`src/phy_ctrl_consts.svh`:
```
/*
  Offsets, field positions, reset values and timing figures of the
  upper control bits of the first PHY control register.
  Assumes a 10 MHz mclk and a word-indexed AXI4-Lite map.
*/
`ifndef PHY_CTRL_CONSTS_SVH
`define PHY_CTRL_CONSTS_SVH

`define MCLK_PERIOD_NS 100
`define LOSS_TIME_NS 250000
`define RECOVERY_TIME_US 3000
`define MDIX_SLOT_US 1000
`define MDIX_FAST_SLOT_US 100

`define CTRL1_IDX 8'h09
`define STATUS_IDX 8'h10
`define CTRL1_RESET 16'h0000
`define CTRL1_RW_MASK 16'h03E0
`define ENH_BIT 9
`define TDR_BIT 8
`define LLR_BIT 7
`define FAST_BIT 6
`define ROBUST_BIT 5
`define STAT_LINK_BIT 0
`define STAT_MDIX_BIT 1

`define RESP_OKAY 2'h0
`define RESP_SLVERR 2'h2
`define RXD_FALSE_CODE 4'h2
`define RXD_ERR_FILL 4'h1
`define STRAP_SETTLE 2'h2
`define LFSR_SEED 11'h001

`endif

```
`src/phy_ctrl_pkg.sv`:
```
/*
  Types used by the control-one register block; its crossover unit uses none of them.
  Assumes nothing of its surroundings.
*/
package phy_ctrl_pkg;
  typedef enum logic [2:0] {RX_IDLE, RX_PASS, RX_FALSE, RX_ERRFILL, RX_SQUELCH} rx_state_e;
  typedef enum logic [1:0] {LNK_DOWN, LNK_UP, LNK_GRACE, LNK_HOLD} link_state_e;
  typedef logic [15:0] reg16_t;
endpackage

```
`src/mdix_resolver.sv`:
```
/*
  Automatic MDI/MDIX pair selection with randomised slot decisions.
  Assumes link status and mode inputs from logic on mclk.
*/
`include "phy_ctrl_consts.svh"

module mdix_resolver #(
  parameter int SLOT_CYC = 10000,
  parameter int FAST_CYC = 1000
)(
  input wire logic mclk,
  input wire logic rst_b,
  input wire logic autoEn,
  input wire logic fastEn,
  input wire logic forced100,
  input wire logic linkUp,
  output logic mdix
);
  localparam int CNT_W = 24;
  localparam int FAST_LAST = FAST_CYC - 1;
  logic [CNT_W-1:0] cnt_r, cnt_nxt, limit;
  logic [10:0] lfsr_r, lfsr_nxt;
  logic mdix_r, mdix_nxt;

  always_comb begin
    cnt_nxt = cnt_r;
    mdix_nxt = mdix_r;
    lfsr_nxt = {lfsr_r[9:0], lfsr_r[10] ^ lfsr_r[8]};
    // Shortened slot only for forced 100BASE-TX partners
    limit = (fastEn && forced100) ? CNT_W'(FAST_CYC - 1) : CNT_W'(SLOT_CYC - 1);
    if (!autoEn) begin
      cnt_nxt = '0;
      mdix_nxt = 1'b0;
    end else if (linkUp) begin
      cnt_nxt = '0;
    end else if (cnt_r >= limit) begin
      cnt_nxt = '0;
      // Random toggle breaks lock-step between two identical ends
      if (lfsr_r[0]) begin
        mdix_nxt = ~mdix_r;
      end
    end else begin
      cnt_nxt = cnt_r + 1'b1;
    end
  end

  always_ff @(posedge mclk) begin
    if (!rst_b) begin
      cnt_r <= '0;
      mdix_r <= 1'b0;
      lfsr_r <= `LFSR_SEED;
    end else begin
      cnt_r <= cnt_nxt;
      mdix_r <= mdix_nxt;
      lfsr_r <= lfsr_nxt;
    end
  end

  assign mdix = mdix_r;

  mdix_off_a: assert property (@(posedge mclk) disable iff (!rst_b)
    !autoEn |=> !mdix_r) else $error("crossover active while disabled");
  mdix_hold_a: assert property (@(posedge mclk) disable iff (!rst_b)
    (autoEn && linkUp) |=> $stable(mdix_r)) else $error("pair swap with link up");
  fast_slot_a: assert property (@(posedge mclk) disable iff (!rst_b)
    (autoEn && fastEn && forced100 && !linkUp && cnt_r == FAST_LAST) |=> cnt_r == 0)
    else $error("fast slot length wrong");
endmodule

```
`src/phy_control_one.sv`:
```
/*
  Upper bits of the first PHY control register with the receive signalling,
  link loss timing, cable diagnostic trigger and crossover control they steer.
  Assumes AXI4-Lite on mclk, receive and line status from logic on mclk,
  strap pins asynchronous.
*/
`include "phy_ctrl_consts.svh"

module phy_control_one #(
  parameter int ADDR_W = 8,
  parameter int HOLD_CYC = `RECOVERY_TIME_US * 1000 / `MCLK_PERIOD_NS,
  parameter int SLOT_CYC = `MDIX_SLOT_US * 1000 / `MCLK_PERIOD_NS,
  parameter int FAST_CYC = `MDIX_FAST_SLOT_US * 1000 / `MCLK_PERIOD_NS
)(
  input wire logic mclk,
  input wire logic rst_b,
  input wire logic awvalid,
  output logic awready,
  input wire logic [ADDR_W-1:0] awaddr,
  input wire logic wvalid,
  output logic wready,
  input wire logic [31:0] wdata,
  input wire logic [3:0] wstrb,
  output logic bvalid,
  input wire logic bready,
  output logic [1:0] bresp,
  input wire logic arvalid,
  output logic arready,
  input wire logic [ADDR_W-1:0] araddr,
  output logic rvalid,
  input wire logic rready,
  output logic [31:0] rdata,
  output logic [1:0] rresp,
  input wire logic rxActive,
  input wire logic falseCarrier,
  input wire logic symbolError,
  input wire logic [3:0] rxNibble,
  output logic crsDv,
  output logic rxEr,
  output logic [3:0] rxd,
  input wire logic signalOk,
  input wire logic forced100,
  output logic linkUp,
  output logic tdrStart,
  output logic mdixSel,
  input wire logic strap100Pin,
  input wire logic strapMdixPin
);
  localparam int LOSS_CYC = `LOSS_TIME_NS / `MCLK_PERIOD_NS;
  localparam int CNT_W = 24;

  function automatic logic [7:0] wordIdx(input logic [ADDR_W-1:0] a);
    return 8'(a >> 2);
  endfunction

  // Bus slave state
  logic awHeld_r, awHeld_nxt, wHeld_r, wHeld_nxt, bvalid_r, bvalid_nxt;
  logic rvalid_r, rvalid_nxt;
  logic [7:0] awIdx_r, awIdx_nxt;
  logic [15:0] wData_r, wData_nxt;
  logic [1:0] wStrb_r, wStrb_nxt, bresp_r, bresp_nxt, rresp_r, rresp_nxt;
  logic [31:0] rdata_r, rdata_nxt;
  phy_ctrl_pkg::reg16_t ctrl_r, ctrl_nxt, laneMask;

  // Strap capture
  logic s100Meta_r, s100_r, sMdixMeta_r, sMdix_r;
  logic [1:0] strapCnt_r, strapCnt_nxt;

  // Receive and link state
  phy_ctrl_pkg::rx_state_e rxSt_r, rxSt_nxt;
  phy_ctrl_pkg::link_state_e linkSt_r, linkSt_nxt;
  logic [CNT_W-1:0] linkCnt_r, linkCnt_nxt;
  logic crsDv_r, crsDv_nxt, rxEr_r, rxEr_nxt, linkUp_r, linkUp_nxt;
  logic tdrStart_r, tdrStart_nxt, mdixNow;
  logic [3:0] rxd_r, rxd_nxt;
  logic enh;

  assign enh = ctrl_r[`ENH_BIT];
  assign awready = !awHeld_r && !bvalid_r;
  assign wready = !wHeld_r && !bvalid_r;
  assign arready = !rvalid_r;
  assign laneMask = {{8{wStrb_r[1]}}, {8{wStrb_r[0]}}} & `CTRL1_RW_MASK;

  always_comb begin
    awHeld_nxt = awHeld_r;
    awIdx_nxt = awIdx_r;
    wHeld_nxt = wHeld_r;
    wData_nxt = wData_r;
    wStrb_nxt = wStrb_r;
    bvalid_nxt = bvalid_r;
    bresp_nxt = bresp_r;
    rvalid_nxt = rvalid_r;
    rdata_nxt = rdata_r;
    rresp_nxt = rresp_r;
    ctrl_nxt = ctrl_r;
    strapCnt_nxt = (strapCnt_r == 2'h3) ? strapCnt_r : strapCnt_r + 2'h1;
    if (awvalid && awready) begin
      awHeld_nxt = 1'b1;
      awIdx_nxt = wordIdx(awaddr);
    end
    if (wvalid && wready) begin
      wHeld_nxt = 1'b1;
      wData_nxt = wdata[15:0];
      wStrb_nxt = wstrb[1:0];
    end
    // Address and data may arrive in either order
    if (awHeld_r && wHeld_r) begin
      awHeld_nxt = 1'b0;
      wHeld_nxt = 1'b0;
      bvalid_nxt = 1'b1;
      bresp_nxt = `RESP_SLVERR;
      if (awIdx_r == `CTRL1_IDX) begin
        ctrl_nxt = (ctrl_r & ~laneMask) | (wData_r & laneMask);
        bresp_nxt = `RESP_OKAY;
      end else if (awIdx_r == `STATUS_IDX) begin
        bresp_nxt = `RESP_OKAY;
      end
    end
    if (bvalid_r && bready) begin
      bvalid_nxt = 1'b0;
    end
    // Strap set wins over a software write in the same cycle
    if (strapCnt_r == `STRAP_SETTLE && s100_r && sMdix_r) begin
      ctrl_nxt[`ROBUST_BIT] = 1'b1;
    end
    if (rvalid_r && rready) begin
      rvalid_nxt = 1'b0;
    end
    if (arvalid && arready) begin
      rvalid_nxt = 1'b1;
      rdata_nxt = '0;
      rresp_nxt = `RESP_OKAY;
      if (wordIdx(araddr) == `CTRL1_IDX) begin
        rdata_nxt = {16'h0000, ctrl_r};
      end else if (wordIdx(araddr) == `STATUS_IDX) begin
        rdata_nxt[`STAT_LINK_BIT] = linkUp_r;
        rdata_nxt[`STAT_MDIX_BIT] = mdixNow;
      end else begin
        rresp_nxt = `RESP_SLVERR;
      end
    end
  end

  always_ff @(posedge mclk) begin
    if (!rst_b) begin
      awHeld_r <= 1'b0;
      awIdx_r <= 8'h00;
      wHeld_r <= 1'b0;
      wData_r <= 16'h0000;
      wStrb_r <= 2'h0;
      bvalid_r <= 1'b0;
      bresp_r <= `RESP_OKAY;
      rvalid_r <= 1'b0;
      rdata_r <= 32'h00000000;
      rresp_r <= `RESP_OKAY;
      ctrl_r <= `CTRL1_RESET;
      strapCnt_r <= 2'h0;
      s100Meta_r <= 1'b0;
      s100_r <= 1'b0;
      sMdixMeta_r <= 1'b0;
      sMdix_r <= 1'b0;
    end else begin
      awHeld_r <= awHeld_nxt;
      awIdx_r <= awIdx_nxt;
      wHeld_r <= wHeld_nxt;
      wData_r <= wData_nxt;
      wStrb_r <= wStrb_nxt;
      bvalid_r <= bvalid_nxt;
      bresp_r <= bresp_nxt;
      rvalid_r <= rvalid_nxt;
      rdata_r <= rdata_nxt;
      rresp_r <= rresp_nxt;
      ctrl_r <= ctrl_nxt;
      strapCnt_r <= strapCnt_nxt;
      s100Meta_r <= strap100Pin;
      s100_r <= s100Meta_r;
      sMdixMeta_r <= strapMdixPin;
      sMdix_r <= sMdixMeta_r;
    end
  end

  assign bvalid = bvalid_r;
  assign bresp = bresp_r;
  assign rvalid = rvalid_r;
  assign rdata = rdata_r;
  assign rresp = rresp_r;

  // Receive signalling toward the MAC
  always_comb begin
    rxSt_nxt = rxSt_r;
    unique case (rxSt_r)
      phy_ctrl_pkg::RX_IDLE, phy_ctrl_pkg::RX_PASS: begin
        if (falseCarrier && rxSt_r == phy_ctrl_pkg::RX_IDLE) begin
          rxSt_nxt = enh ? phy_ctrl_pkg::RX_SQUELCH : phy_ctrl_pkg::RX_FALSE;
        end else if (symbolError) begin
          rxSt_nxt = enh ? phy_ctrl_pkg::RX_SQUELCH : phy_ctrl_pkg::RX_ERRFILL;
        end else begin
          rxSt_nxt = phy_ctrl_pkg::RX_PASS;
        end
      end
      phy_ctrl_pkg::RX_FALSE, phy_ctrl_pkg::RX_ERRFILL, phy_ctrl_pkg::RX_SQUELCH: begin
        rxSt_nxt = rxSt_r;
      end
    endcase
    // Every state lasts only until the receive event ends
    if (!rxActive) begin
      rxSt_nxt = phy_ctrl_pkg::RX_IDLE;
    end
    crsDv_nxt = rxActive && (rxSt_nxt != phy_ctrl_pkg::RX_SQUELCH);
    rxEr_nxt = (rxSt_nxt == phy_ctrl_pkg::RX_FALSE) ||
               (rxSt_nxt == phy_ctrl_pkg::RX_ERRFILL && symbolError);
    rxd_nxt = 4'h0;
    unique case (rxSt_nxt)
      phy_ctrl_pkg::RX_FALSE: rxd_nxt = `RXD_FALSE_CODE;
      phy_ctrl_pkg::RX_ERRFILL: rxd_nxt = `RXD_ERR_FILL;
      phy_ctrl_pkg::RX_PASS: rxd_nxt = rxNibble;
      phy_ctrl_pkg::RX_IDLE, phy_ctrl_pkg::RX_SQUELCH: rxd_nxt = 4'h0;
    endcase
  end

  always_ff @(posedge mclk) begin
    if (!rst_b) begin
      rxSt_r <= phy_ctrl_pkg::RX_IDLE;
      crsDv_r <= 1'b0;
      rxEr_r <= 1'b0;
      rxd_r <= 4'h0;
    end else begin
      rxSt_r <= rxSt_nxt;
      crsDv_r <= crsDv_nxt;
      rxEr_r <= rxEr_nxt;
      rxd_r <= rxd_nxt;
    end
  end

  // Link status with optional recovery hold
  always_comb begin
    linkSt_nxt = linkSt_r;
    linkCnt_nxt = linkCnt_r + 1'b1;
    unique case (linkSt_r)
      phy_ctrl_pkg::LNK_DOWN: begin
        linkCnt_nxt = '0;
        if (signalOk) begin
          linkSt_nxt = phy_ctrl_pkg::LNK_UP;
        end
      end
      phy_ctrl_pkg::LNK_UP: begin
        linkCnt_nxt = '0;
        if (!signalOk) begin
          linkSt_nxt = phy_ctrl_pkg::LNK_GRACE;
        end
      end
      phy_ctrl_pkg::LNK_GRACE: begin
        if (signalOk) begin
          linkSt_nxt = phy_ctrl_pkg::LNK_UP;
        end else if (linkCnt_r >= CNT_W'(LOSS_CYC - 1)) begin
          linkCnt_nxt = '0;
          linkSt_nxt = ctrl_r[`LLR_BIT] ? phy_ctrl_pkg::LNK_HOLD :
                       phy_ctrl_pkg::LNK_DOWN;
        end
      end
      phy_ctrl_pkg::LNK_HOLD: begin
        // Short interference rides through; long loss still drops
        if (signalOk) begin
          linkSt_nxt = phy_ctrl_pkg::LNK_UP;
        end else if (linkCnt_r >= CNT_W'(HOLD_CYC - 1)) begin
          linkSt_nxt = phy_ctrl_pkg::LNK_DOWN;
        end
      end
    endcase
    linkUp_nxt = linkSt_nxt != phy_ctrl_pkg::LNK_DOWN;
    tdrStart_nxt = ctrl_r[`TDR_BIT] && linkUp_r && !linkUp_nxt;
  end

  always_ff @(posedge mclk) begin
    if (!rst_b) begin
      linkSt_r <= phy_ctrl_pkg::LNK_DOWN;
      linkCnt_r <= '0;
      linkUp_r <= 1'b0;
      tdrStart_r <= 1'b0;
    end else begin
      linkSt_r <= linkSt_nxt;
      linkCnt_r <= linkCnt_nxt;
      linkUp_r <= linkUp_nxt;
      tdrStart_r <= tdrStart_nxt;
    end
  end

  mdix_resolver #(
    .SLOT_CYC(SLOT_CYC),
    .FAST_CYC(FAST_CYC)
  ) crossover (
    .mclk(mclk),
    .rst_b(rst_b),
    .autoEn(ctrl_r[`ROBUST_BIT]),
    .fastEn(ctrl_r[`FAST_BIT]),
    .forced100(forced100),
    .linkUp(linkUp_r),
    .mdix(mdixNow)
  );

  assign crsDv = crsDv_r;
  assign rxEr = rxEr_r;
  assign rxd = rxd_r;
  assign linkUp = linkUp_r;
  assign tdrStart = tdrStart_r;
  assign mdixSel = mdixNow;

  crs_normal_a: assert property (@(posedge mclk) disable iff (!rst_b)
    (rxActive && !enh && rxSt_r == phy_ctrl_pkg::RX_PASS) |=> crsDv_r)
    else $error("carrier sense low on active line");
  false_code_a: assert property (@(posedge mclk) disable iff (!rst_b)
    (rxSt_r == phy_ctrl_pkg::RX_FALSE) |-> (rxEr_r && rxd_r == `RXD_FALSE_CODE && crsDv_r))
    else $error("false carrier code wrong");
  enh_false_a: assert property (@(posedge mclk) disable iff (!rst_b)
    (rxActive && enh && falseCarrier && rxSt_r == phy_ctrl_pkg::RX_IDLE)
    |=> !crsDv_r ##1 (!crsDv_r || !$past(rxActive)))
    else $error("carrier sense kept after false carrier");
  fill_one_a: assert property (@(posedge mclk) disable iff (!rst_b)
    (rxSt_r == phy_ctrl_pkg::RX_ERRFILL) |-> (rxd_r == `RXD_ERR_FILL && crsDv_r))
    else $error("error fill value wrong");
  sym_squelch_a: assert property (@(posedge mclk) disable iff (!rst_b)
    (rxSt_r == phy_ctrl_pkg::RX_PASS && rxActive && enh && symbolError) |=> !crsDv_r)
    else $error("carrier sense kept after symbol error");
  tdr_run_a: assert property (@(posedge mclk) disable iff (!rst_b)
    $fell(linkUp_r) |-> (tdrStart_r == $past(ctrl_r[`TDR_BIT])))
    else $error("cable test trigger mismatch");
  recovery_a: assert property (@(posedge mclk) disable iff (!rst_b)
    (linkSt_r == phy_ctrl_pkg::LNK_GRACE && !signalOk && ctrl_r[`LLR_BIT] &&
     linkCnt_r == CNT_W'(LOSS_CYC - 1)) |=> linkUp_r ##1 linkUp_r)
    else $error("link dropped despite recovery");
  loss_time_a: assert property (@(posedge mclk) disable iff (!rst_b)
    (linkSt_r == phy_ctrl_pkg::LNK_GRACE && !signalOk && !ctrl_r[`LLR_BIT] &&
     linkCnt_r == CNT_W'(LOSS_CYC - 1)) |=> !linkUp_r)
    else $error("link loss timing wrong");
  strap_set_a: assert property (@(posedge mclk) disable iff (!rst_b)
    (strapCnt_r == `STRAP_SETTLE && s100_r && sMdix_r) |=> ctrl_r[`ROBUST_BIT])
    else $error("strap did not set robust crossover");
  resv_zero_a: assert property (@(posedge mclk) disable iff (!rst_b)
    rvalid_r |-> rdata_r[31:10] == 22'h000000)
    else $error("reserved bits read nonzero");

  false_seen_c: cover property (@(posedge mclk) disable iff (!rst_b)
    rxSt_r == phy_ctrl_pkg::RX_FALSE);
  enh_error_c: cover property (@(posedge mclk) disable iff (!rst_b)
    rxSt_r == phy_ctrl_pkg::RX_PASS ##1 rxSt_r == phy_ctrl_pkg::RX_SQUELCH);
  ride_through_c: cover property (@(posedge mclk) disable iff (!rst_b)
    linkSt_r == phy_ctrl_pkg::LNK_HOLD ##1 linkSt_r == phy_ctrl_pkg::LNK_UP);
  tdr_fire_c: cover property (@(posedge mclk) disable iff (!rst_b) tdrStart_r);
endmodule

```
`config.mk`:
```
export PLATFORM = sky130hd
export DESIGN_NAME = phy_control_one
export DESIGN_NICKNAME = d
export VERILOG_FILES = /design/src/phy_ctrl_pkg.sv /design/src/mdix_resolver.sv /design/src/phy_control_one.sv
export VERILOG_INCLUDE_DIRS = /design/src
export SDC_FILE = /design/constraint.sdc
export NUM_CORES = 1
export LEC_CHECK = 0
export ABC_AREA = 1
export BUFFER_PORTS_ARGS = -buffer_cell sky130_fd_sc_hd__buf_2
export CORE_ASPECT_RATIO = 0.8
export CORE_MARGIN = 2
export CORE_UTILIZATION = 45
export DETAILED_ROUTE_END_ITERATION = 16
export PLACE_DENSITY = 0.69
export SLEW_MARGIN = 0
export SYNTH_ARGS = -nofsm -noshare
export SYNTH_HDL_FRONTEND = slang
export SYNTH_SLANG_ARGS = --single-unit
```
`constraint.sdc`:
```
create_clock -name mclk -period 1.95 [get_ports mclk]
set_input_delay 0.39 -clock mclk [delete_from_list [all_inputs] [get_ports mclk]]
set_output_delay 0.39 -clock mclk [all_outputs]
set_load 0.03 [all_outputs]
```
Yosys cells after proc, flatten, opt, wreduce, memory -nomap -nowiden:

Index checks and enable logic that the tools add are counted.

* input port bits: 70
* register bits: 159
* word-level logic and storage cells: 132

* multiplexer cells: 31
* $add $sub $neg: 3
* bitwise gates (word level): 9
* $lt $le $gt $ge: 3
* reduce and logical (&&, ||, !) cells: 40
* eq/ne operators: 18

Operators with widths (count)
* $add A24 B1 Y24 const B: 2
* $mux W24: 2
* $pmux W24 S2: 1
* $mux W14: 2
* $mux W2: 13
* $ge A24 B12 Y1 const B: 1
* $ge A24 B15 Y1 const B: 1
* $ge A24 B24 Y1: 1
* $and A16 B10 Y16: 1
* $and A16 B16 Y16: 1
* $logic_and A1 B1 Y1: 16
* $not A10 Y16: 1
* $or A16 B16 Y16: 1
* $pmux W4 S4: 1
* $mux W3: 5
* $eq A3 B2 Y1 const B: 4
* $eq A6 B4 Y1 const B: 2
* $eq A6 B5 Y1 const B: 2
* $mux W6: 2
* $reduce_or A2 Y1: 5
* $eq A2 B2 Y1 const B: 4
* $pmux W2 S4: 1
* $reduce_bool A2 Y1: 4
* $eq A3 B1 Y1 const B: 2
* 16 further kinds: 29

Longest topological paths before layout:

Gate-level depths: netlist of the first run.

* word-level depth: 8
* gate-level depth with buffers: 14
* depth with buffers taken out: 14

Modules after synthesis:

Synthesis of the first run repeated with hierarchy kept, for this count alone.

* cells, all modules: 629
* area, all modules: 4775.8 µm²

By module, submodules not included
* phy_control_one: times used 1, cells each 452, area each 3382.0 µm²
* mdix_resolver: times used 1, cells each 177, area each 1393.8 µm²

Worst setup path before layout of the first run:

Ideal clock, no wire load.

* path kind: input-to-reg
* start point: in forced100
* end point: reg crossover.cnt_r[13]
* data required time: 1.833 ns
* stages: 11
* slack: 0.180 ns
* arrival time: 1.652 ns
* library setup time: 0.117 ns
* buffers on the path: 1
* cell sequence: nand2_1 > inv_1 > ha_1 > inv_1 > nor2_1 > nand2_1 > nor3_1 > nand3_1 > nand3_1 > buf_2 > nor2_1

* longest elaborated chain between the ends: 4

RTL lines
* start, declared: line phy_control_one.sv:42 `input wire logic forced100,`
* $logic_and A1 B1 Y1: line mdix_resolver.sv:30 `limit = (fastEn && forced100) ? CNT_W'(FAST_CYC - 1) : CNT_W'(SLOT_CYC - 1);`
* $mux W14: line mdix_resolver.sv:30
* $ge A24 B24 Y1: line mdix_resolver.sv:36 `end else if (cnt_r >= limit) begin`
* $reduce_or A4 Y1 (no line)
* end signal, assigned: line mdix_resolver.sv:53 `cnt_r <= cnt_nxt;`
* end, declared: line mdix_resolver.sv:21 `logic [CNT_W-1:0] cnt_r, cnt_nxt, limit;`

Every way passes these cells.
A chain may end at the register's enable or synchronous reset.

Final worst setup path of the first run:

* start point: reg linkCnt_r[0]
* end point: reg linkCnt_r[16]

* longest elaborated chain between the ends: 4
* elaborated cells between the ends (all ways): 5

RTL lines
* start, declared: line phy_control_one.sv:72 `logic [CNT_W-1:0] linkCnt_r, linkCnt_nxt;`
* start signal, assigned: line phy_control_one.sv:282 `linkCnt_r <= linkCnt_nxt;`
* $add A24 B1 Y24 or $ge A24 B12 Y1 (tied branches): line phy_control_one.sv:238, phy_control_one.sv:255
* $mux W24: line phy_control_one.sv:255 `end else if (linkCnt_r >= CNT_W'(LOSS_CYC - 1)) begin`
* $mux W24: line phy_control_one.sv:253 `if (signalOk) begin`
* $pmux W24 S2 *: line phy_control_one.sv:239 `unique case (linkSt_r)`

Mark *: on every way between the ends. The rest lies on a longest branch, timed or not.

==> results.txt, run 1 <==
----------------------------------------------------
[Finish]
  Layout cells sized above 1 ... 14.5%
  Combined flip-flop and latch cell area ... 2200 um^2
  Post-synthesis to final-layout area growth ... 14.9%
  Final std cell area, no fill ... 5540 um^2
  Diodes inserted ... 0
  Net total in the final layout ... 783
  Number of filler instances in the final layout ... 960
  Multi-input gate area ... 2240 um^2
  Final Util ... 53.6%

[STA]
  Number of max-slew violations in the final report ... 0
  F_max ... 0.572 GHz
  Tightest Pin Transition ... 0.510 ns
  Unrepaired setup endpoints after global routing ... no
  Final Hold Violating Endpoints ... 0
  Slew margin rel. ... 65.8%
  Setup violators final ... 0
  Aggregate negative setup slack ... 0 ns
  Final setup skew ... 0.00625 ns
  Final critical delay including setup and external delays ... 1.75 ns
  Ratio of final minimum period to clock period ... 89.6%
  Worst Hold Margin ... 0.210 ns
  Final setup slack of the worst path ... 0.202 ns

[Logic synthesis]
  Number of synthesized register bits ... 110
  Dominant register cell in the synthesized netlist ... dfxtp_1
  Cell with the most instances after synthesis ... nor2_1
  Sequential fraction of the synthesis area ... 45.7%
  Library cells used by synthesis ... 34
  Average instance area after synthesis ... 7.63 um^2
  Cell type with the largest total area after synthesis ... dfxtp_1
  Most instantiated cells after synthesis ... nor2_1, dfxtp_1, nand2_1
  Number of synthesized flops with an enable pin ... 0
  Share of async-settable or async-resettable flops after synthesis ... 0%
  Netlist Area Pre-Place ... 4820 um^2
  Area fraction of the dominant cell type after synthesis ... 45.7%
  Syn Inst Count ... 632
  Top post-synthesis cells by area ... dfxtp_1, nor2_1, nand2_1
  YS warnings ... 0

[Routing]
  Antenna Nets Post-Route ... 0
  Starting DRC count in detailed routing ... 183
  Pre-Repair DR Iteration Count ... 5
  Wire length reported by the detailed router ... 9400 um
  DRC violations left ... 0
  Drt wl/cell ... 11.1 um
  Routed via count divided by cell count ... 4.65
  Total via count in the routed design ... 3943

[Die]
  Core Area ... 10300 um^2
  Ports placed on the boundary ... 120
  Die Span X ... 120 um
  Initial core utilization ... 46.7%
  Site Rows ... 33
  Total die area ... 11600 um^2
  Die Ht ... 96.6 um

[Global routing]
  Global-route wire length before repair ... 15700 um
  Total congestion overflow after global routing ... 0
  GRT Resource Usage Total ... 16.9%
  Vias in the first global route ... 3582
  Antenna violations before repair ... 0
  Maximum number of pins on one net before global-route repair ... 25

[Clocking]
  Number of clock buffers inserted by TritonCTS ... 9
  Number of levels in the clock H-tree ... 3
  Quantity of hold-fixing buffers added after cts ... 0
  Worst-Skew Late Latency ... 0.35 ns
  Maximum buffer depth of the clock tree ... 2
  Buffer cell driving the clock tree root ... clkbuf_16
  CTS tree ... yes
  Clock-pin transition on the worst setup and hold timing paths ... 0.07 ns
  Clk sink count ... 110

[Placed design]
  Dpl hpwl ... 6970 um
  Final Wtd Congestion ... 0.867
  IO Port Bufs ... 59
  Instance area at placement ... 5190 um^2
  Worst-case setup slack after placement ... -0.0219 ns

[Worst setup path]
  Type of the worst setup path ... reg -> reg
  Largest driver fanout on the critical path ... 3
  CP endpoint kind ... flop
  Worst Path Arrival ... 1.98 ns
  Crit path required time ... 2.18 ns
  Critical path's slowest cell ... dfxtp_1
  Reg2Reg Launch Point ... linkCnt_r[0]
  Bufs and invs on worst path ... 1
  Worst path top cell family by delay ... simple AND/OR/NAND/NOR gates
  Worst path cell trace ... ha_1 -> nand2_1 -> inv_1 -> nand2_1 -> nor2_1 -> nand4_1 -> nor3_1 -> xor2_1 -> nor2_1
  Maximum cell stage delay along the critical path ... 0.35 ns
  Critical Path Start ... linkCnt_r[0]
  Critical Path Start Type ... flop

[Pwr]
  Cell Pwr Density ... 862 nW/um^2
  Worst voltage drop across the vdd grid ... 0.494 mV
  Cell leakage power ... 2.51 nW

[Flow run]
  MaxCap Viol Count ... 0

[Hold path]
  Hold Startpoint ... bready
  Hold Crit Class ... in -> reg

[Outcome]
  Result of the run ... complete, no violations

----------------------------------------------------
==> path summary, 6_finish.rpt <==
kind	end	slack, ns	cells after the start
worst max-delay path	linkCnt_r[16]	0.20	9
worst min-delay path	bvalid	0.21	2
worst max register to register	linkCnt_r[16]	0.20	9
worst min register to register	s100_r	0.42	2
==> cell families (layout without fill, tap and decap cells) <==
family,Yosys count,in the layout,share of synthesized area [%]
and+or+nand+nor,307,307,27.8
DFF,110,110,45.7
buffers and inverters,110,151,11.1
AOI/OAI and AO/OA,65,65,7.47
xor gates and xnor gates,29,29,5.27
adders and majority gates,10,10,2.60
other,1,36,0.0778
==> final cells by class <==
type | count | share of cell area (%)
Tap cell | 140 | 3.16
Clock buffer | 9 | 4.07
Inverter | 72 | 4.88
Clock inverter | 7 | 1.85
Timing Repair Buffer | 63 | 5.87
Multi-Input combinational cell | 447 | 40.4
Sequential cell | 110 | 39.8
==> cells in the final DEF (no fill, tap or decap), types with 4 or more instances in the layout <==
| cell type | n |
|---|---|
| inv_1 | 71 |
| nor3_1 | 12 |
| buf_4 | 4 |
| dfxtp_1 | 109 |
| nor2_1 | 117 |
| a211oi_1 | 5 |
| conb_1 | 36 |
| o21a_1 | 5 |
| xnor2_1 | 7 |
| nand4_1 | 8 |
| buf_2 | 59 |
| o21ai_0 | 29 |
| nor2_2 | 8 |
| clkbuf_16 | 9 |
| xor2_1 | 22 |
| a21oi_1 | 22 |
| nand2_1 | 107 |
| ha_1 | 9 |
| nand3_1 | 35 |
==> metrics by stage <==
| stage | power, mW | std cells |
|---|---|---|
| after floorplan | 2.76 | 667 |
| after detailed placement | 2.82 | 832 |
| after CTS | 4.82 | 848 |
| final | 4.77 | 848 |
| after global placement | 2.81 | 832 |
| after global routing | 4.99 | 848 |
==> routing by layer <==
layer / part of all wire [%] / GRT usage (%) / wire, um / vias up
li1: - / - / - / 2079
met1: 49 / 21.9 / 4590 / 1761
met2: 45 / 28.0 / 4250 / 94
met3: 4.7 / 3.81 / 440 / 9
met4: 1.2 / 6.37 / 111 / 0
met5: 0 / 0 / 0 / -
==> where the power goes <==
| group | switching [mW] | internal [mW] |
|---|---|---|
| registers | 0.0413 | 2.33 |
| clock network | 0.853 | 1.15 |
| logic | 0.290 | 0.114 |
| total | 1.18 | 3.59 |
==> flip-flops by register name (all words and copies together), names as in the netlist, 3 cells and up, named ones only <==
signal            cells
awIdx_r               6
crossover.cnt_r      24
crossover.lfsr_r     11
linkCnt_r            24
rdata                 7
rxSt_r                3
rxd                   4
wData_r               5
==> worst reg2reg max path: stages (launching register included) <==
cell,delay (ns)
dfxtp_1,0.35
ha_1,0.17
nand2_1,0.08
inv_1,0.08
nand2_1,0.11
nor2_1,0.20
nand4_1,0.19
nor3_1,0.23
xor2_1,0.17
nor2_1,0.05
==> timing repair <==
item,4_1_cts,5_1_grt
setup endpoints to repair,0,17
gates resized for setup,0,6
buffers inserted,0,0
Note: power is estimated with default switching activity, not from simulation.
==> run 2, diff against run 1 <==
Settings changed: CTS_BUF_LIST set to sky130_fd_sc_hd__clkbuf_8.
==> run 2 against run 1 <==
  * Clock power decreased by 24%
  * Utilization down 0.99 points
  * Worst hold slack lost 0.030 ns
  * Worst setup slack got worse by 0.024 ns
  * Design area fell by 1.9%
  * Non-clock buffer count is the same
  * Cell count unchanged
  * Die area is the same
  * Critical path depth did not move
  * Critical path type unchanged
==> results.txt, run 2 (synthesis gave the netlist of run 1 again) <==
----------------------------------------------------
[Pwr]
  Worst voltage drop across the vdd grid ... 0.487 mV
  Power Total ... 4.31 mW
  Cell Pwr Density ... 792 nW/um^2
  Cell leakage power ... 2.46 nW

[STA]
  Final Hold Violating Endpoints ... 0
  Aggregate negative setup slack ... 0 ns
  Final setup skew ... 0.00660 ns
  Number of max-slew violations in the final report ... 0
  Worst Hold Margin ... 0.180 ns
  Unrepaired setup endpoints after global routing ... no
  F_max ... 0.565 GHz
  Ratio of final minimum period to clock period ... 90.8%
  Setup violators final ... 0
  Final critical delay including setup and external delays ... 1.77 ns
  Final setup slack of the worst path ... 0.179 ns

[Die]
  Initial core utilization ... 46.7%
  Ports placed on the boundary ... 120
  Site Rows ... 33
  Total die area ... 11600 um^2
  Die Span X ... 120 um
  Core Area ... 10300 um^2
  Die Ht ... 96.6 um

[Global routing]
  Maximum number of pins on one net before global-route repair ... 25
  Vias in the first global route ... 3571
  Total congestion overflow after global routing ... 0
  Antenna violations before repair ... 0
  GRT Resource Usage Total ... 16.7%
  Global-route wire length before repair ... 15500 um

[Routing]
  DRC violations left ... 0
  Routed via count divided by cell count ... 4.63
  Pre-Repair DR Iteration Count ... 5
  Total via count in the routed design ... 3924
  Antenna Nets Post-Route ... 0
  Drt wl/cell ... 10.9 um
  Wire length reported by the detailed router ... 9220 um
  Starting DRC count in detailed routing ... 192

[Finish]
  Commonest cells after routing, fill and taps aside ... nor2_1, dfxtp_1, nand2_1
  Leading cell type in the layout, fill and taps excluded ... nor2_1
  Number of filler instances in the final layout ... 970
  Diodes inserted ... 0
  Final std cell area, no fill ... 5440 um^2
  Combined flip-flop and latch cell area ... 2200 um^2
  Multi-input gate area ... 2230 um^2
  Final Util ... 52.7%
  Post-synthesis to final-layout area growth ... 12.7%
  Biggest registers after layout ... crossover.cnt_r: 24 flops, linkCnt_r: 24 flops, crossover.lfsr_r: 11 flops
  Layout cells sized above 1 ... 14.5%
  Final Non-Filler Cells ... 848
  Net total in the final layout ... 783

[Hold path]
  Hold Crit Class ... in -> reg
  WHS Path Cells ... 2

[Placed design]
  IO Port Bufs ... 59
  Final Wtd Congestion ... 0.867
  Placed cells ... 832
  Instance area at placement ... 5190 um^2
  Dpl hpwl ... 6970 um
  Worst-case setup slack after placement ... -0.0219 ns

[Clocking]
  Quantity of hold-fixing buffers added after cts ... 0
  Clock-pin transition on the worst setup and hold timing paths ... 0.10 ns
  Number of clock buffers inserted by TritonCTS ... 9
  Number of gates resized after CTS ... 0
  Buffer cell driving the clock tree root ... clkbuf_8
  Clk sink count ... 110
  Number of levels in the clock H-tree ... 3
  Post-CTS Setup Repair Bufs ... 0
  Worst-Skew Late Latency ... 0.37 ns
  Maximum buffer depth of the clock tree ... 2
  CTS tree ... yes

[Worst setup path]
  Type of the worst setup path ... reg -> reg
  Critical Path Start Type ... flop
  Crit path required time ... 2.21 ns
  Worst Path Arrival ... 2.03 ns
  Maximum cell stage delay along the critical path ... 0.36 ns
  CP endpoint kind ... flop
  Largest driver fanout on the critical path ... 3
  Depth of the most critical reg-to-reg path ... 9
  Critical path's slowest cell ... dfxtp_1
  Worst path cell trace ... ha_1 -> nand2_1 -> inv_1 -> nand2_1 -> nor2_1 -> nand4_1 -> nor3_1 -> xor2_1 -> nor2_1

[Outcome]
  Result of the run ... complete, no violations

[Flow run]
  MaxCap Viol Count ... 0

----------------------------------------------------
run 2: cell counts in the layout (fill, tap and decap cells not counted):
No cell type changed its count.
run 2: worst paths after layout:
| check | startpoint | to | slack (ns) |
|---|---|---|---|
| max | linkCnt_r[0] | linkCnt_r[16] | 0.18 |
| min reg2reg | crossover.lfsr_r[4] | crossover.lfsr_r[5] | 0.42 |
| min | bready | bvalid | 0.18 |
| max reg2reg | linkCnt_r[0] | linkCnt_r[16] | 0.18 |
run 2: report_power, final:
group          switching [mW]  leakage, nW  internal (mW)  total, mW
sequential             0.0412        0.899           2.33       2.37
combinational           0.289         1.44          0.114      0.403
clock                   0.790        0.117          0.744       1.53
total                    1.12         2.46           3.19       4.31
run 2: final cells by class:
type / count / area share (%)
Inverter: 72 / 4.97
Clock inverter: 7 / 1.89
Timing Repair Buffer: 63 / 5.99
Multi-Input combinational cell: 447 / 41.1
Sequential cell: 110 / 40.5
Tap cell: 140 / 3.22
Clock buffer: 9 / 2.28
run 2: layer usage:
layer | global-route usage (%) | vias up | wire length [um]
met5 | 0 | - | 0
met1 | 21.5 | 1756 | 4460
li1 | - | 2078 | -
met3 | 4.87 | 8 | 429
met2 | 27.7 | 82 | 4220
met4 | 4.61 | 0 | 102
run 2: critical path, delay by kind of cell (launching register included):
family        cells  cell delay [ns]
buf+inv           1             0.08
xor+xnor          1             0.17
simple gates      6             0.88
fa+ha+maj         1             0.17
flops             1             0.36
==> run 3, diff against run 2 <==
Settings changed: ABC_AREA 1 to not set.
==> run 3 against run 2 <==
  * Utilization decreased by 0.60 points
  * Sequential share of layout area increased by 0.78 points
  * Maximum frequency decreased by 2.1%
  * Design area decreased by 1.9%
  * Clock-buffer cell count increased by 1
  * Power decreased by 9.4%
  * Clock power decreased by 22%
  * Via count decreased by 9.8%
  * Critical endpoint is now crossover.mdix
  * Largest power group unchanged
  * Highest routed layer unchanged
==> results.txt, run 3 <==
----------------------------------------------------
[Placed design]
  Instance area at placement ... 5140 um^2
  Placed cells ... 718
  Dpl hpwl ... 6580 um
  Final Wtd Congestion ... 0.816
  IO Port Bufs ... 59

[Finish]
  Commonest cells after routing, fill and taps aside ... dfxtp_1, buf_2, nor2_1
  Final Non-Filler Cells ... 733
  Net total in the final layout ... 670
  Biggest registers after layout ... crossover.cnt_r: 24 flops, linkCnt_r: 24 flops, crossover.lfsr_r: 11 flops
  Final std cell area, no fill ... 5330 um^2
  Post-synthesis to final-layout area growth ... 13.0%
  Number of filler instances in the final layout ... 976
  Layout cells sized above 1 ... 16.4%
  Diodes inserted ... 0
  Leading cell type in the layout, fill and taps excluded ... dfxtp_1

[Clocking]
  CTS tree ... yes
  Number of clock buffers inserted by TritonCTS ... 9
  Clk sink count ... 110
  Clock-pin transition on the worst setup and hold timing paths ... 0.09 ns
  Buffer cell driving the clock tree root ... clkbuf_8
  Worst-Skew Late Latency ... 0.36 ns
  Number of levels in the clock H-tree ... 3
  Maximum buffer depth of the clock tree ... 2

[Global routing]
  Global-route wire length before repair ... 14700 um
  Maximum number of pins on one net before global-route repair ... 53
  GRT Resource Usage Total ... 16.2%
  Vias in the first global route ... 3291
  Total congestion overflow after global routing ... 0
  Antenna violations before repair ... 0

[STA]
  F_max ... 0.553 GHz
  Final critical delay including setup and external delays ... 1.81 ns
  Number of max-slew violations in the final report ... 0
  Final setup skew ... 0.00493 ns
  Setup violators final ... 0
  Final Hold Violating Endpoints ... 0
  Worst Hold Margin ... 0.225 ns
  Ratio of final minimum period to clock period ... 92.7%

[Worst setup path]
  Register-to-register path setup slack ... 0.14 ns
  Crit Reg-Reg Endpoint ... crossover.mdix
  Depth of the most critical reg-to-reg path ... 8
  Type of the worst setup path ... reg -> reg
  CP endpoint kind ... flop
  Critical Path Start Type ... flop
  Largest driver fanout on the critical path ... 3
  Worst Path Arrival ... 2.12 ns
  Crit path required time ... 2.26 ns

[Routing]
  Starting DRC count in detailed routing ... 192
  Routed via count divided by cell count ... 4.83
  DRC violations left ... 0
  Total via count in the routed design ... 3541
  Pre-Repair DR Iteration Count ... 4
  Wire length reported by the detailed router ... 8810 um
  Antenna Nets Post-Route ... 0
  Drt wl/cell ... 12.0 um

[Logic synthesis]
  YS warnings ... 0
  Average instance area after synthesis ... 9.19 um^2
  Top post-synthesis cells by area ... dfxtp_1, buf_4, nor2_1
  Number of synthesized flops with an enable pin ... 0
  Cell type with the largest total area after synthesis ... dfxtp_1
  Most instantiated cells after synthesis ... dfxtp_1, nor2_1, nand2_1
  Library cells used by synthesis ... 50
  Share of async-settable or async-resettable flops after synthesis ... 0%
  Area fraction of the dominant cell type after synthesis ... 46.7%
  Dominant register cell in the synthesized netlist ... dfxtp_1
  Sequential fraction of the synthesis area ... 46.7%
  Netlist Area Pre-Place ... 4720 um^2
  Cell with the most instances after synthesis ... dfxtp_1
  Syn Inst Count ... 513
  Number of synthesized register bits ... 110

[Outcome]
  Result of the run ... complete, no violations

[Hold path]
  Hold Crit Class ... in -> reg
  Hold Startpoint ... rxNibble[3]
  End point of the most critical hold path ... rxd[3]
  WHS Path Cells ... 2

[Pwr]
  Worst voltage drop across the vdd grid ... 0.405 mV
  Cell Pwr Density ... 732 nW/um^2
  Cell leakage power ... 2.16 nW

[Die]
  Ports placed on the boundary ... 120
  Initial core utilization ... 46.1%
  Total die area ... 11300 um^2
  Core Area ... 10200 um^2
  Site Rows ... 33
  Die Span X ... 118 um
  Die Ht ... 95.6 um

[Flow run]
  MaxCap Viol Count ... 0

----------------------------------------------------
## run 3: cells by family (layout without fill, tap and decap cells)
| logic type | Yosys count | after routing | synth area share, % |
|---|---|---|---|
| fa+ha+maj | 10 | 10 | 2.65 |
| other cells | 1 | 36 | 0.0795 |
| simple gates | 225 | 225 | 25.2 |
| buf+inv | 53 | 98 | 6.77 |
| xor+xnor | 31 | 31 | 5.76 |
| mux | 17 | 17 | 3.61 |
| compound gates | 66 | 66 | 9.29 |
| flops | 110 | 110 | 46.7 |
## run 3: where the power goes
| group | switching [mW] | total, mW | internal (mW) |
|---|---|---|---|
| combinational | 0.226 | 0.357 | 0.130 |
| sequential | 0.0428 | 2.35 | 2.31 |
| clock | 0.707 | 1.19 | 0.481 |
| total | 0.977 | 3.90 | 2.92 |
## run 3: layer usage
layer	share of wire (%)	track usage (%)	vias up	wire length [um]
met2	44	26.7	85	3860
met4	1.2	5.16	0	110
li1	-	-	1845	-
met5	0	0	-	0
met1	50	20.9	1602	4420
met3	4.8	4.49	9	420
## run 3: what timing repair did
item,CTS,global route
pin swaps,0,2
hold buffers,0,0
gates resized for setup,1,4
buffers inserted,0,1
endpoints found under the setup margin,2,16
## run 3: area by class of cell
class	instances	area [um^2]	area share [%]
sequential	110	2200	41.3
multi-input combinational	385	2340	43.9
tap	140	175	3.29
clock buffer	10	138	2.58
clock inverter	4	26.3	0.493
inverter	13	48.8	0.915
timing repair buffer	71	402	7.54
## run 3: worst max-delay path, cell delays in order (launching register included)
cell and delay [ns]:
dfxtp_1 0.33, nand2_1 0.09, inv_2 0.06, ha_1 0.29
nand2_1 0.05, nor3_1 0.16, nand4_1 0.17, or4_1 0.54
nand3_1 0.07
## run 3: through the flow
step	power (mW)	setup TNS, ns	util (%)	worst slack (ns)
CTS	3.96	0	51.9	0.0551
global route	4.07	-0.000770	52.1	-0.000770
detailed placement	2.77	-1.97	50.2	-0.148
finish	3.90	0	52.1	0.141
global placement	2.75	-1.04	50.2	-0.0735
floorplan	2.70	0	-	0.0440
## run 3: how the worst max path moves through the flow
| stage | slack, ns | startpoint | endpoint |
|---|---|---|---|
| 6_report | 0.14 | flop | crossover.mdix |
| 5_1_grt | -0.0008 | flop | crossover.cnt_r[12] |
| 4_1_cts | 0.06 | flop | crossover.cnt_r[13] |
| 3_5_place_dp | -0.15 | forced100 | crossover.cnt_r[14] |
| 3_3_place_gp | -0.07 | forced100 | crossover.cnt_r[12] |
| 2_1_floorplan | 0.04 | forced100 | crossover.cnt_r[10] |
